[src/logic/smb_pkg.sv]
// Shared constants and types for the SMBus serial interface
package smb_pkg;
  localparam logic [7:0] OFS_CFG = 8'h00;
  localparam logic [7:0] OFS_CTRL = 8'h04;
  localparam logic [7:0] OFS_DATA = 8'h08;
  localparam logic [7:0] OFS_ADDR = 8'h0c;
  localparam logic [7:0] OFS_DIV = 8'h10;
  localparam int CFG_EN = 7;
  localparam int CFG_INH = 6;
  localparam int CFG_HWACK = 4;
  localparam int CFG_FTE = 2;
  localparam logic [7:0] CFG_RST = 8'h00;
  localparam logic [7:0] ADDR_RST = 8'h00;
  localparam logic [7:0] DIV_RST = 8'h13;
  localparam logic [3:0] FREE_TICKS = 4'ha;
  localparam logic [3:0] ACK_SLOT = 4'h8;

  typedef enum logic [1:0] {ST_IDLE, ST_START, ST_BITS, ST_STOP} smb_state_t;

  // Control/status layout, bit 7 down to bit 0
  typedef struct packed {
    logic master;
    logic tx;
    logic sta;
    logic sto;
    logic ack_request_flag;
    logic arbitration_lost_flag;
    logic ack;
    logic si;
  } smb_ctrl_t;

  typedef struct packed {
    smb_state_t state;
    smb_ctrl_t c;
    logic [7:0] sh;
    logic [3:0] bcnt;
    logic [3:0] fcnt;
    logic [7:0] tcnt;
    logic first;
    logic active;
    logic inh_l;
    logic busy;
    logic rw;
    logic rose;
    logic scl_low;
    logic sda_low;
    logic scl_oe;
  } smb_core_t;

  typedef struct packed {
    logic [7:0] cfg;
    logic [7:0] addr;
    logic [7:0] div;
  } smb_regs_t;
endpackage

[src/logic/smb_serial_interface.sv]
// SMBus/I2C byte engine, master and slave, with APB registers
`timescale 1ns/1ps
`default_nettype none
// Notes on behaviour
// [RULE_01] Bus free after >10 idle clock-source ticks
// [RULE_02] Pending START issues once bus goes free
// [RULE_03] Free timeout needs clock source, even slave
// [RULE_04] Software resets interface on SCL-low timeout
// [RULE_05] SCL clocked only as master
// [RULE_06] Interrupt on every byte and address
// [RULE_07] Transmitter without hw ack: interrupt after ACK
// [RULE_08] Receiver without hw ack: interrupt before ACK
// [RULE_09] Hardware ack on: interrupt after ACK
// [RULE_10] Interrupt on master START, slave STOP
// [RULE_11] Software reads control register for cause
// [RULE_12] Enable bit enables master and slave events
// [RULE_13] Inhibit: monitor, NACK addresses, no interrupts
// [RULE_14] Inhibit acts after next START only
// [RULE_15] Slave NACK received: expect STOP, vector 0001
// [RULE_16] Slave ACK received: reload data, stay 0100
// [RULE_17] Slave arbitration loss: flag, wait STOP
// [RULE_18] Illegal STOP in slave transmit gives 0101
// [RULE_19] Slave write address acked: next vector 0000
// [RULE_20] Hold SCL low until flag cleared
module smb_serial_interface
  import smb_pkg::*;
(
  // Clock and reset
  input wire logic pclk,
  input wire logic presetn,
  // APB slave
  input wire logic psel,
  input wire logic penable,
  input wire logic pwrite,
  input wire logic [7:0] paddr,
  input wire logic [31:0] pwdata,
  output logic [31:0] prdata,
  output logic pready,
  output logic pslverr,
  // Open-drain bus pins
  input wire logic scl_i,
  output logic scl_o,
  output logic scl_oe,
  input wire logic sda_i,
  output logic sda_o,
  output logic sda_oe
);
  smb_regs_t r, next_r;
  smb_core_t st, n;
  logic [31:0] next_prdata;
  logic next_pready, next_pslverr;
  logic [1:0] scl_sy, sda_sy;
  logic scl_d, sda_d;
  logic scl, sda, rise, fall, start_det, stop_det;
  logic tick, wr, wr_ctrl, wr_data, part, drive, addr_hit;

  // Open-drain: only the enables move
  assign scl_o = 1'b0;
  assign sda_o = 1'b0;
  assign scl_oe = st.scl_oe;
  assign sda_oe = st.sda_low;

  always_ff @(posedge pclk or negedge presetn) begin
    if (!presetn) begin
      scl_sy <= 2'b11;
      sda_sy <= 2'b11;
      scl_d <= 1'b1;
      sda_d <= 1'b1;
    end else begin
      scl_sy <= {scl_sy[0], scl_i};
      sda_sy <= {sda_sy[0], sda_i};
      scl_d <= scl_sy[1];
      sda_d <= sda_sy[1];
    end
  end

  assign scl = scl_sy[1];
  assign sda = sda_sy[1];
  assign rise = scl & ~scl_d;
  assign fall = ~scl & scl_d;
  assign start_det = scl & scl_d & sda_d & ~sda;
  assign stop_det = scl & scl_d & ~sda_d & sda;
  assign tick = (st.tcnt == r.div);
  assign wr = psel & penable & pready & pwrite;
  assign wr_ctrl = wr & (paddr == OFS_CTRL);
  assign wr_data = wr & (paddr == OFS_DATA);
  assign part = st.c.master | st.active | st.first;
  assign drive = st.c.tx & ~st.c.arbitration_lost_flag;
  assign addr_hit = ~st.c.master & ~st.inh_l & (st.sh[7:1] == r.addr[7:1]);

  // APB: one wait state so read data leaves a flop
  always_comb begin
    next_r = r;
    next_prdata = '0;
    next_pready = psel & penable & ~pready;
    next_pslverr = 1'b0;
    unique case (paddr)
      OFS_CFG: begin
        next_prdata[7:0] = r.cfg;
        if (wr) next_r.cfg = pwdata[7:0];
      end
      OFS_CTRL: next_prdata[7:0] = st.c;
      OFS_DATA: next_prdata[7:0] = st.sh;
      OFS_ADDR: begin
        next_prdata[7:0] = r.addr;
        if (wr) next_r.addr = pwdata[7:0];
      end
      OFS_DIV: begin
        next_prdata[7:0] = r.div;
        if (wr) next_r.div = pwdata[7:0];
      end
      default: next_pslverr = psel & penable & ~pready;
    endcase
  end

  always_ff @(posedge pclk or negedge presetn) begin
    if (!presetn) begin
      r <= '{cfg: CFG_RST, addr: ADDR_RST, div: DIV_RST};
      prdata <= '0;
      pready <= 1'b0;
      pslverr <= 1'b0;
    end else begin
      r <= next_r;
      prdata <= next_prdata;
      pready <= next_pready;
      pslverr <= next_pslverr;
    end
  end

  always_comb begin
    n = st;
    // Bus clock source runs regardless of role
    n.tcnt = tick ? 8'h00 : st.tcnt + 8'h01; // [RULE_03]
    // Software side first so hardware sets below win
    if (wr_data) n.sh = pwdata[7:0]; // [RULE_16]
    if (wr_ctrl) begin
      n.c.sta = pwdata[5];
      n.c.sto = pwdata[4]; // [RULE_18]
      n.c.ack = pwdata[1]; // [RULE_19]
      n.c.arbitration_lost_flag = st.c.arbitration_lost_flag & pwdata[2];
      if (st.c.si && !pwdata[0]) begin
        n.c.si = 1'b0; // [RULE_20]
        if (st.c.master && pwdata[4]) begin
          n.state = ST_STOP;
          n.sda_low = 1'b1;
        end else if (st.c.ack_request_flag) begin
          n.c.ack_request_flag = 1'b0;
          n.sda_low = pwdata[1];
        end else if (drive && (st.c.ack | st.c.master) && st.bcnt == 4'h0) begin
          n.sda_low = ~st.sh[7];
        end
      end
    end
    // Free detection counts source ticks while both lines high
    if (!(scl && sda) || !r.cfg[CFG_FTE]) begin
      n.fcnt = 4'h0;
    end else if (tick) begin
      if (st.fcnt != FREE_TICKS) begin
        n.fcnt = st.fcnt + 4'h1;
      end else begin
        n.busy = 1'b0; // [RULE_01]
        // A slave left mid-frame by a vanished master starts over
        if (!st.c.master && st.state == ST_BITS) n.state = ST_IDLE; // [RULE_02]
      end
    end
    unique case (st.state)
      ST_IDLE: begin
        if (st.c.sta && r.cfg[CFG_EN] && !st.busy) begin
          n.state = ST_START; // [RULE_02]
          n.sda_low = 1'b1;
        end
      end
      ST_START: begin
        if (tick) begin
          n.scl_low = 1'b1;
          n.c.master = 1'b1;
          n.c.tx = 1'b1;
          n.c.sta = 1'b0;
          n.c.si = 1'b1; // [RULE_10]
          n.first = 1'b1;
          n.bcnt = 4'h0;
          n.state = ST_BITS;
        end
      end
      ST_STOP: begin
        if (tick) begin
          if (st.scl_low) n.scl_low = 1'b0;
          else if (scl) n.sda_low = 1'b0;
        end
      end
      ST_BITS: begin
        // Stretching by the far side is honoured: wait for SCL high
        if (st.c.master && !st.c.si && tick) begin
          if (st.scl_low) n.scl_low = 1'b0; // [RULE_05]
          else if (scl) n.scl_low = 1'b1;
        end
        if (rise && part) begin
          n.rose = 1'b1;
          if (st.bcnt != ACK_SLOT) begin
            n.sh = {st.sh[6:0], sda};
            if (drive && (st.c.ack | st.c.master) && st.sh[7] && !sda) begin
              n.c.arbitration_lost_flag = 1'b1; // [RULE_17]
              n.c.master = 1'b0;
              n.sda_low = 1'b0;
            end
          end else if (st.c.tx) begin
            n.c.ack = ~sda;
          end
        end
        // Falls before the first rise belong to the START itself
        if (fall && part && st.rose) begin
          n.rose = 1'b0;
          if (st.bcnt == 4'h7) begin
            n.bcnt = ACK_SLOT;
            if (st.c.tx) begin
              n.sda_low = 1'b0;
              if (st.first) n.rw = st.sh[0];
            end else if (st.first && !addr_hit) begin
              n.first = 1'b0; // [RULE_13]
            end else begin
              if (st.first) begin
                n.active = 1'b1;
                n.rw = st.sh[0];
              end
              if (r.cfg[CFG_HWACK]) begin
                n.sda_low = st.first | st.c.ack;
              end else begin
                n.c.ack_request_flag = 1'b1;
                n.c.si = 1'b1; // [RULE_08]
              end
            end
          end else if (st.bcnt == ACK_SLOT) begin
            n.bcnt = 4'h0;
            n.first = 1'b0;
            n.sda_low = 1'b0;
            if (st.first) begin
              n.c.tx = st.c.master ^ st.rw; // [RULE_19]
              if (!st.c.master) n.c.ack = 1'b1;
            end
            if (r.cfg[CFG_HWACK] || st.c.tx) begin
              n.c.si = 1'b1; // [RULE_06] [RULE_07] [RULE_09]
            end else if (st.first && st.rw) begin
              n.sda_low = ~st.sh[7];
            end
          end else begin
            n.bcnt = st.bcnt + 4'h1;
            // After a NACK the slave lets SDA go
            n.sda_low = drive & (st.c.ack | st.c.master) & ~st.sh[7]; // [RULE_15]
          end
        end
      end
    endcase
    if (start_det) begin
      n.busy = 1'b1;
      n.inh_l = r.cfg[CFG_INH]; // [RULE_14]
      n.bcnt = 4'h0;
      n.rose = 1'b0;
      n.first = 1'b1;
      n.active = 1'b0;
      if (!st.c.master && st.state != ST_START) n.state = ST_BITS;
    end
    if (stop_det) begin
      n.busy = 1'b0;
      n.state = ST_IDLE;
      n.first = 1'b0;
      n.active = 1'b0;
      n.sda_low = 1'b0;
      if (st.active) begin
        n.c.sto = 1'b1; // [RULE_10] [RULE_15] [RULE_17]
        n.c.si = 1'b1;
        n.c.tx = st.c.tx & (st.bcnt != 4'h0); // [RULE_18]
      end
      if (st.c.master) begin
        n.c.master = 1'b0;
        n.c.sto = 1'b0;
        n.c.tx = 1'b0;
      end
    end
    if (!r.cfg[CFG_EN]) begin
      n.state = ST_IDLE; // [RULE_12]
      n.c.master = 1'b0;
      n.active = 1'b0;
      n.first = 1'b0;
      n.busy = 1'b0;
      n.scl_low = 1'b0;
      n.sda_low = 1'b0;
    end
    n.scl_oe = n.scl_low | (n.c.si & (n.state == ST_BITS)); // [RULE_20]
  end

  always_ff @(posedge pclk or negedge presetn) begin
    if (!presetn) st <= '0;
    else st <= n;
  end

  property p_free;
    @(posedge pclk) disable iff (!presetn)
    tick && st.fcnt == FREE_TICKS && r.cfg[CFG_FTE] && scl && sda && !start_det |=> !st.busy;
  endproperty
  a_free: assert property (p_free) else $error("bus not freed"); // [RULE_01]

  property p_pend;
    @(posedge pclk) disable iff (!presetn)
    st.state == ST_IDLE && st.c.sta && r.cfg[CFG_EN] && !st.busy && !stop_det
      |=> st.state == ST_START;
  endproperty
  a_pend: assert property (p_pend) else $error("pending start lost"); // [RULE_02]

  property p_tick;
    @(posedge pclk) disable iff (!presetn)
    st.fcnt != 4'h0 && $changed(st.fcnt) |-> $past(tick);
  endproperty
  a_tick: assert property (p_tick) else $error("free count off tick"); // [RULE_03]

  property p_sclm;
    @(posedge pclk) disable iff (!presetn)
    st.scl_oe |-> st.c.master || st.c.si || st.state == ST_STOP;
  endproperty
  a_sclm: assert property (p_sclm) else $error("scl driven as slave"); // [RULE_05]

  property p_before;
    @(posedge pclk) disable iff (!presetn)
    $rose(st.c.si) && st.c.ack_request_flag |-> st.bcnt == ACK_SLOT && !r.cfg[CFG_HWACK];
  endproperty
  a_before: assert property (p_before) else $error("rx irq misplaced"); // [RULE_08]

  property p_after;
    @(posedge pclk) disable iff (!presetn)
    $rose(st.c.si) && st.state == ST_BITS && (r.cfg[CFG_HWACK] || st.c.tx)
      |-> st.bcnt == 4'h0;
  endproperty
  a_after: assert property (p_after) else $error("irq not after ack"); // [RULE_09]

  property p_stop;
    @(posedge pclk) disable iff (!presetn)
    stop_det && st.active && r.cfg[CFG_EN] |=> st.c.si && st.c.sto;
  endproperty
  a_stop: assert property (p_stop) else $error("slave stop missed"); // [RULE_10]

  property p_inh;
    @(posedge pclk) disable iff (!presetn)
    st.inh_l && $rose(st.active) |-> 1'b0;
  endproperty
  a_inh: assert property (p_inh) else $error("inhibited slave addressed"); // [RULE_13]

  property p_inhl;
    @(posedge pclk) disable iff (!presetn)
    $changed(st.inh_l) |-> $past(start_det);
  endproperty
  a_inhl: assert property (p_inhl) else $error("inhibit off start"); // [RULE_14]

  property p_ill;
    @(posedge pclk) disable iff (!presetn)
    stop_det && st.active && st.c.tx && st.bcnt != 4'h0 && r.cfg[CFG_EN]
      |=> st.c.tx && st.c.sto;
  endproperty
  a_ill: assert property (p_ill) else $error("illegal stop not flagged"); // [RULE_18]

  property p_hold;
    @(posedge pclk) disable iff (!presetn)
    st.c.si && st.state == ST_BITS |-> st.scl_oe;
  endproperty
  a_hold: assert property (p_hold) else $error("scl not held"); // [RULE_20]
endmodule
`default_nettype wire

[config.mk]
export PLATFORM = sky130hd
export DESIGN_NAME = smb_serial_interface
export DESIGN_NICKNAME = d
export VERILOG_FILES = /design/src/logic/smb_pkg.sv /design/src/logic/smb_serial_interface.sv
export SDC_FILE = /design/constraint.sdc
export NUM_CORES = 1
export LEC_CHECK = 0
export CAP_MARGIN = 0
export CORE_ASPECT_RATIO = 1.5
export CORE_MARGIN = 1
export CORE_UTILIZATION = 30
export DETAILED_ROUTE_END_ITERATION = 6
export DONT_BUFFER_PORTS = 1
export PLACE_DENSITY_LB_ADDON = 0.05
export SLEW_MARGIN = 20
export SYNTH_ARGS = -nofsm -noshare
export SYNTH_HDL_FRONTEND = slang
export SYNTH_SLANG_ARGS = --single-unit
[constraint.sdc]
create_clock -name pclk -period 4.5 [get_ports pclk]
set_clock_uncertainty 0.15 [all_clocks]
set_input_delay 0.9 -clock pclk [delete_from_list [all_inputs] [get_ports pclk]]
set_output_delay 0.9 -clock pclk [all_outputs]
set_load 0.02 [all_outputs]
# ---- Word level (Yosys, flattened, before mapping)
# Index checks and enable logic that the tools add are counted.
dict set report classes {
  addsub 3
  eq_ne 33
  n_mux 128
  bitwise_logic 36
  n_reduce_logical 48
}
# op count
set op_table {}
lappend op_table {{1-bit 2-to-1 mux} 80}
lappend op_table {{2-bit 2-to-1 mux} 21}
lappend op_table {{4-bit 2-to-1 mux} 10}
lappend op_table {{8-bit 2-to-1 mux} 5}
lappend op_table {{8-bit case mux with 5 select lines} 1}
lappend op_table {{1-bit AND} 21}
lappend op_table {{4-bit by 1-bit inequality test with 1-bit output, second input constant} 5}
lappend op_table {{4-bit inequality test, second input constant} 5}
lappend op_table {{1-bit logical AND} 18}
lappend op_table {{8-bit by 4-bit equality test with 1-bit output, second input constant} 2}
lappend op_table {{6-bit AND reduction} 2}
lappend op_table {{2-bit AND reduction} 5}
lappend op_table {{1-bit NOT} 9}
lappend op_table {{4-bit by 1-bit adder with 4-bit output, second input constant} 2}
lappend op_table {{8-bit by 1-bit adder with 8-bit output, second input constant} 1}
lappend op_table {{8-bit by 3-bit equality test with 1-bit output, second input constant} 1}
lappend op_table {{8-bit by 5-bit equality test with 1-bit output, second input constant} 1}
lappend op_table {{8-bit equality test} 1}
lappend op_table {{1-bit zero test} 8}
lappend op_table {{8-bit zero test} 1}
lappend op_table {{2-bit case mux with 2 select lines} 2}
lappend op_table {{4-bit case mux with 2 select lines} 1}
lappend op_table {{7-bit equality test} 1}
lappend op_table {{2-bit equality test, second input constant} 3}
lappend op_table {{other kinds (30)} 42}
dict set report totals {
  ff_bits 83
  inputBits 47
  output_inout_bits 38
  word_cells 280
}

# ---- Longest topological paths before layout
dict set report depth {
  word_depth 21
  ltp_mapped 9
  mapped_depth_nobuf 8
}

# ---- Least setup slack after synthesis
# No wires, ideal clock.
dict set report synth_path {
  path_kind {in2reg}
  from {input paddr[5]}
  to {register r[10] (netlist bit)}
  setup_ns 0.128
  arrival_ns 2.704
  required_ns 4.222
  slack_ns 1.519
  path_stages 6
  n_path_buf 1
  path_cell_list {or4_4 > or4b_4 > buf_2 > nor2_2 > nand2_2 > mux2_1}
}
dict set report synth_via {
  elab_chain_cells 2
}
# element line
set synth_rtl {}
lappend synth_rtl {{start, declared} smb_serial_interface.sv:35} ;# input wire logic [7:0] paddr,
lappend synth_rtl {{8-bit by 4-bit equality test with 1-bit output} smb_serial_interface.sv:97} ;# unique case (paddr)
lappend synth_rtl {{2-bit AND reduction (no source line)} --}
lappend synth_rtl {{end signal, assigned} smb_serial_interface.sv:118} ;# r <= '{cfg: CFG_RST, addr: ADDR_RST, div: DIV_RST};
lappend synth_rtl {{end signal, assigned} smb_serial_interface.sv:123} ;# r <= next_r;
lappend synth_rtl {{end, declared} smb_serial_interface.sv:48} ;# smb_regs_t r, next_r;
# No other way between the ends.
# A chain may end at the register's enable or synchronous reset.

==> flow_summary.json <==
{
  "finish.utilization": 0.334,
  "fmax_mhz": 333,
  "fin_tns_setup_ns": 0,
  "vias": 3383,
  "cts_hold_buf": 0,
  "rows": 55,
  "fillers": 1591,
  "synth_warnings": 0,
  "period_minus_slack_ns": 3.00,
  "worstSetupStartpointType": "input pin",
  "relSlewSlack": 0.443,
  "layout.nets": 514,
  "cp.required_ns": 4.56,
  "cpPeakStageDelay_ns": 0.61,
  "io_pins": 85,
  "drc_errors": 0,
  "end_kind": "flop",
  "syn_to_final_growth_pct": 8.67,
  "cts_buffers": 9,
  "hpwl_mm": 9.77,
  "cts_buffer_depth": 2,
  "synth_area_sq_um": 4650,
  "grt_pass1_wl_mm": 20.9,
  "cts_resized": 0,
  "synth.distinct_cells": 62,
  "cts_setup_buffers": 0,
  "rsz0062_at_grt": "false",
  "synth_top_cell_by_area": "dfrtp_1",
  "die-area_sq_um": 16000,
  "worstMarginPinSlew_ns": 0.824,
  "htree_num_levels": 3,
  "rrSetupSlack_ns": 1.69,
  "core_sq_um": 15100,
  "gp_congestion": 0.854,
  "synth.area.top_cells": "dfrtp_1, mux2i_1, dfstp_2",
  "power.density_nw_per_um2": 320,
  "hold_viol": 0,
  "ys_seq_area_frac": 0.449,
  "synth_area_per_cell_sq_um": 10.2,
  "synth-main-ff-cell": "dfrtp_1",
  "synthArstFlopShare": 1.00,
  "yosys.cell_count.top_type": "dfrtp_1",
  "start_util": 0.307,
  "r2r-start": "pready",
  "grt_antenna_before_repair": 0,
  "wire_per_inst_um": 20.1,
  "initialDrtViolationCount": 149,
  "clk_latency_ns": 0.35,
  "first_pass_iters": 4,
  "grt_pass1_vias": 3565,
  "cts.clk_slew.worst_paths_ns": 0.07,
  "min_path_type": "input pin to asynchronous set/reset pin",
  "setup_viol": 0,
  "path_cells": "or4b_1 -> or3_1 -> o221ai_1 -> nand2_1 -> a2111oi_1 -> o41ai_1",
  "cts_root_buf": "clkbuf_16",
  "outcome": "completed",
  "grt_use_total": 0.174,
  "cts.sinks": 83,
  "crit_type": "input pin to flop",
  "drive_gt1_frac": 0.121,
  "crit_fanout": 6,
  "ys_top_cells_by_count": "dfrtp_1, nor2_1, nand2_1",
  "synth_edf_count": 0,
  "ir_drop_mv": 0.154,
  "die_h_um": 154,
  "worst_ep_arrival_time_ns": 3.06,
  "gr-total-overflow": 0,
  "min_period_over_period": 0.667,
  "cp_slowest_cell": "a2111oi_1",
  "crit_start": "paddr[1]",
  "port_buffers": 0,
  "drt.antenna.violating_nets": 0,
  "vias_per_cell": 5.11,
  "synth_seq_cells": 83,
  "maxCapViolCount": 0,
  "antennaDiodeCount": 0,
  "grt_max_degree": 84,
  "drt-total-wl_mm": 13.3,
  "synth_top_area_share": 0.398,
  "slew_violations": 0,
  "syn_inst": 457,
  "r2r_end": "scl_oe",
  "cts_tree": "built",
  "die_w_um": 104,
  "reg2regPathDepth": 6,
  "p_leak_nw": 2.11
}
## routing by layer
layer,up-vias,global-route usage,share of wire
met5,-,0,0
met4,0,0.0752,0.028
met3,26,0.0282,0.038
met2,91,0.326,0.54
met1,1665,0.193,0.39
li1,1601,-,-
## how the worst max path moves through the flow
stage                        end  slack (ns)  cells past startpoint
after floorplan            r[10]        1.52                      6
after global placement    scl_oe        1.15                      6
after detailed placement  scl_oe        1.13                      6
after CTS                 scl_oe        1.50                      6
after global routing      scl_oe        1.41                      6
final                     scl_oe        1.50                      6
## cell families after synthesis
logic type,share of synthesized area
adder cells (fa/ha/maj),0.0242
AND/OR/NAND/NOR,0.173
AO/OA/AOI/OAI,0.119
XOR/XNOR,0.0471
other,0.000807
buffers and inverters,0.0654
flip-flops,0.449
multiplexers,0.121
## critical path: cells and delay by family
kind	cells	cell delay [ns]
compound gates	3	0.98
simple gates	3	1.18
## final cells by class
cell class	instances	area, sq um	area share
sequential	83	2090	0.413
clock buffer	13	260	0.0515
multi-input combinational	345	2350	0.465
clock inverter	3	21.3	0.00421
timing repair buffer	3	22.5	0.00446
inverter	16	60.1	0.0119
tap	199	249	0.0493
## cells in the final DEF, fill, tap and decap left out, types with 4 or more instances in the layout
cell	netlist	layout
nor3_1	7	7
mux2_1	8	8
and4b_1	4	4
mux2_2	18	18
and3_1	6	6
nand4_1	8	8
ha_1	9	9
xnor2_1	17	17
inv_1	16	16
or2_2	4	4
o41ai_1	6	6
dfrtp_1	74	74
o221ai_1	11	11
o21ai_0	15	15
nand4b_1	4	4
xor2_1	8	8
o31ai_1	4	4
nand2_1	33	33
nand3_1	12	12
mux2i_1	27	27
dfstp_2	9	9
conb_1	1	26
clkbuf_16	0	9
a21oi_1	19	19
nor2_1	45	45
and2_1	5	5
## state kept, by name, indices dropped and copies added, names as in the netlist
register / cells
prdata: 8
pready: 1
pslverr: 1
r: 24
scl_d: 1
scl_oe: 1
scl_sy: 2
sda_d: 1
sda_oe: 1
sda_sy: 2
st: 41
## stage by stage
stage / cells / setup slack (ns) / total power [mW] / instance area (sq um) / hold WS (ns)
after CTS: 662 / 1.50 / 1.65 / 5050 / 0.0872
after detailed placement: 646 / 1.13 / 0.917 / 4770 / 0.197
after floorplan: 482 / 1.52 / 0.901 / 4740 / 0.195
final: 662 / 1.50 / 1.62 / 5050 / 0.102
after global placement: 646 / 1.15 / 0.917 / 4770 / 0.199
after global routing: 662 / 1.41 / 1.69 / 5050 / 0.0877
## where the power goes
part           total (mW)  switching (mW)  internal, mW
Sequential          0.780          0.0191         0.760
Combinational       0.122          0.0832        0.0389
Clock               0.717           0.311         0.406
Note: power is estimated with default switching activity, not from simulation.
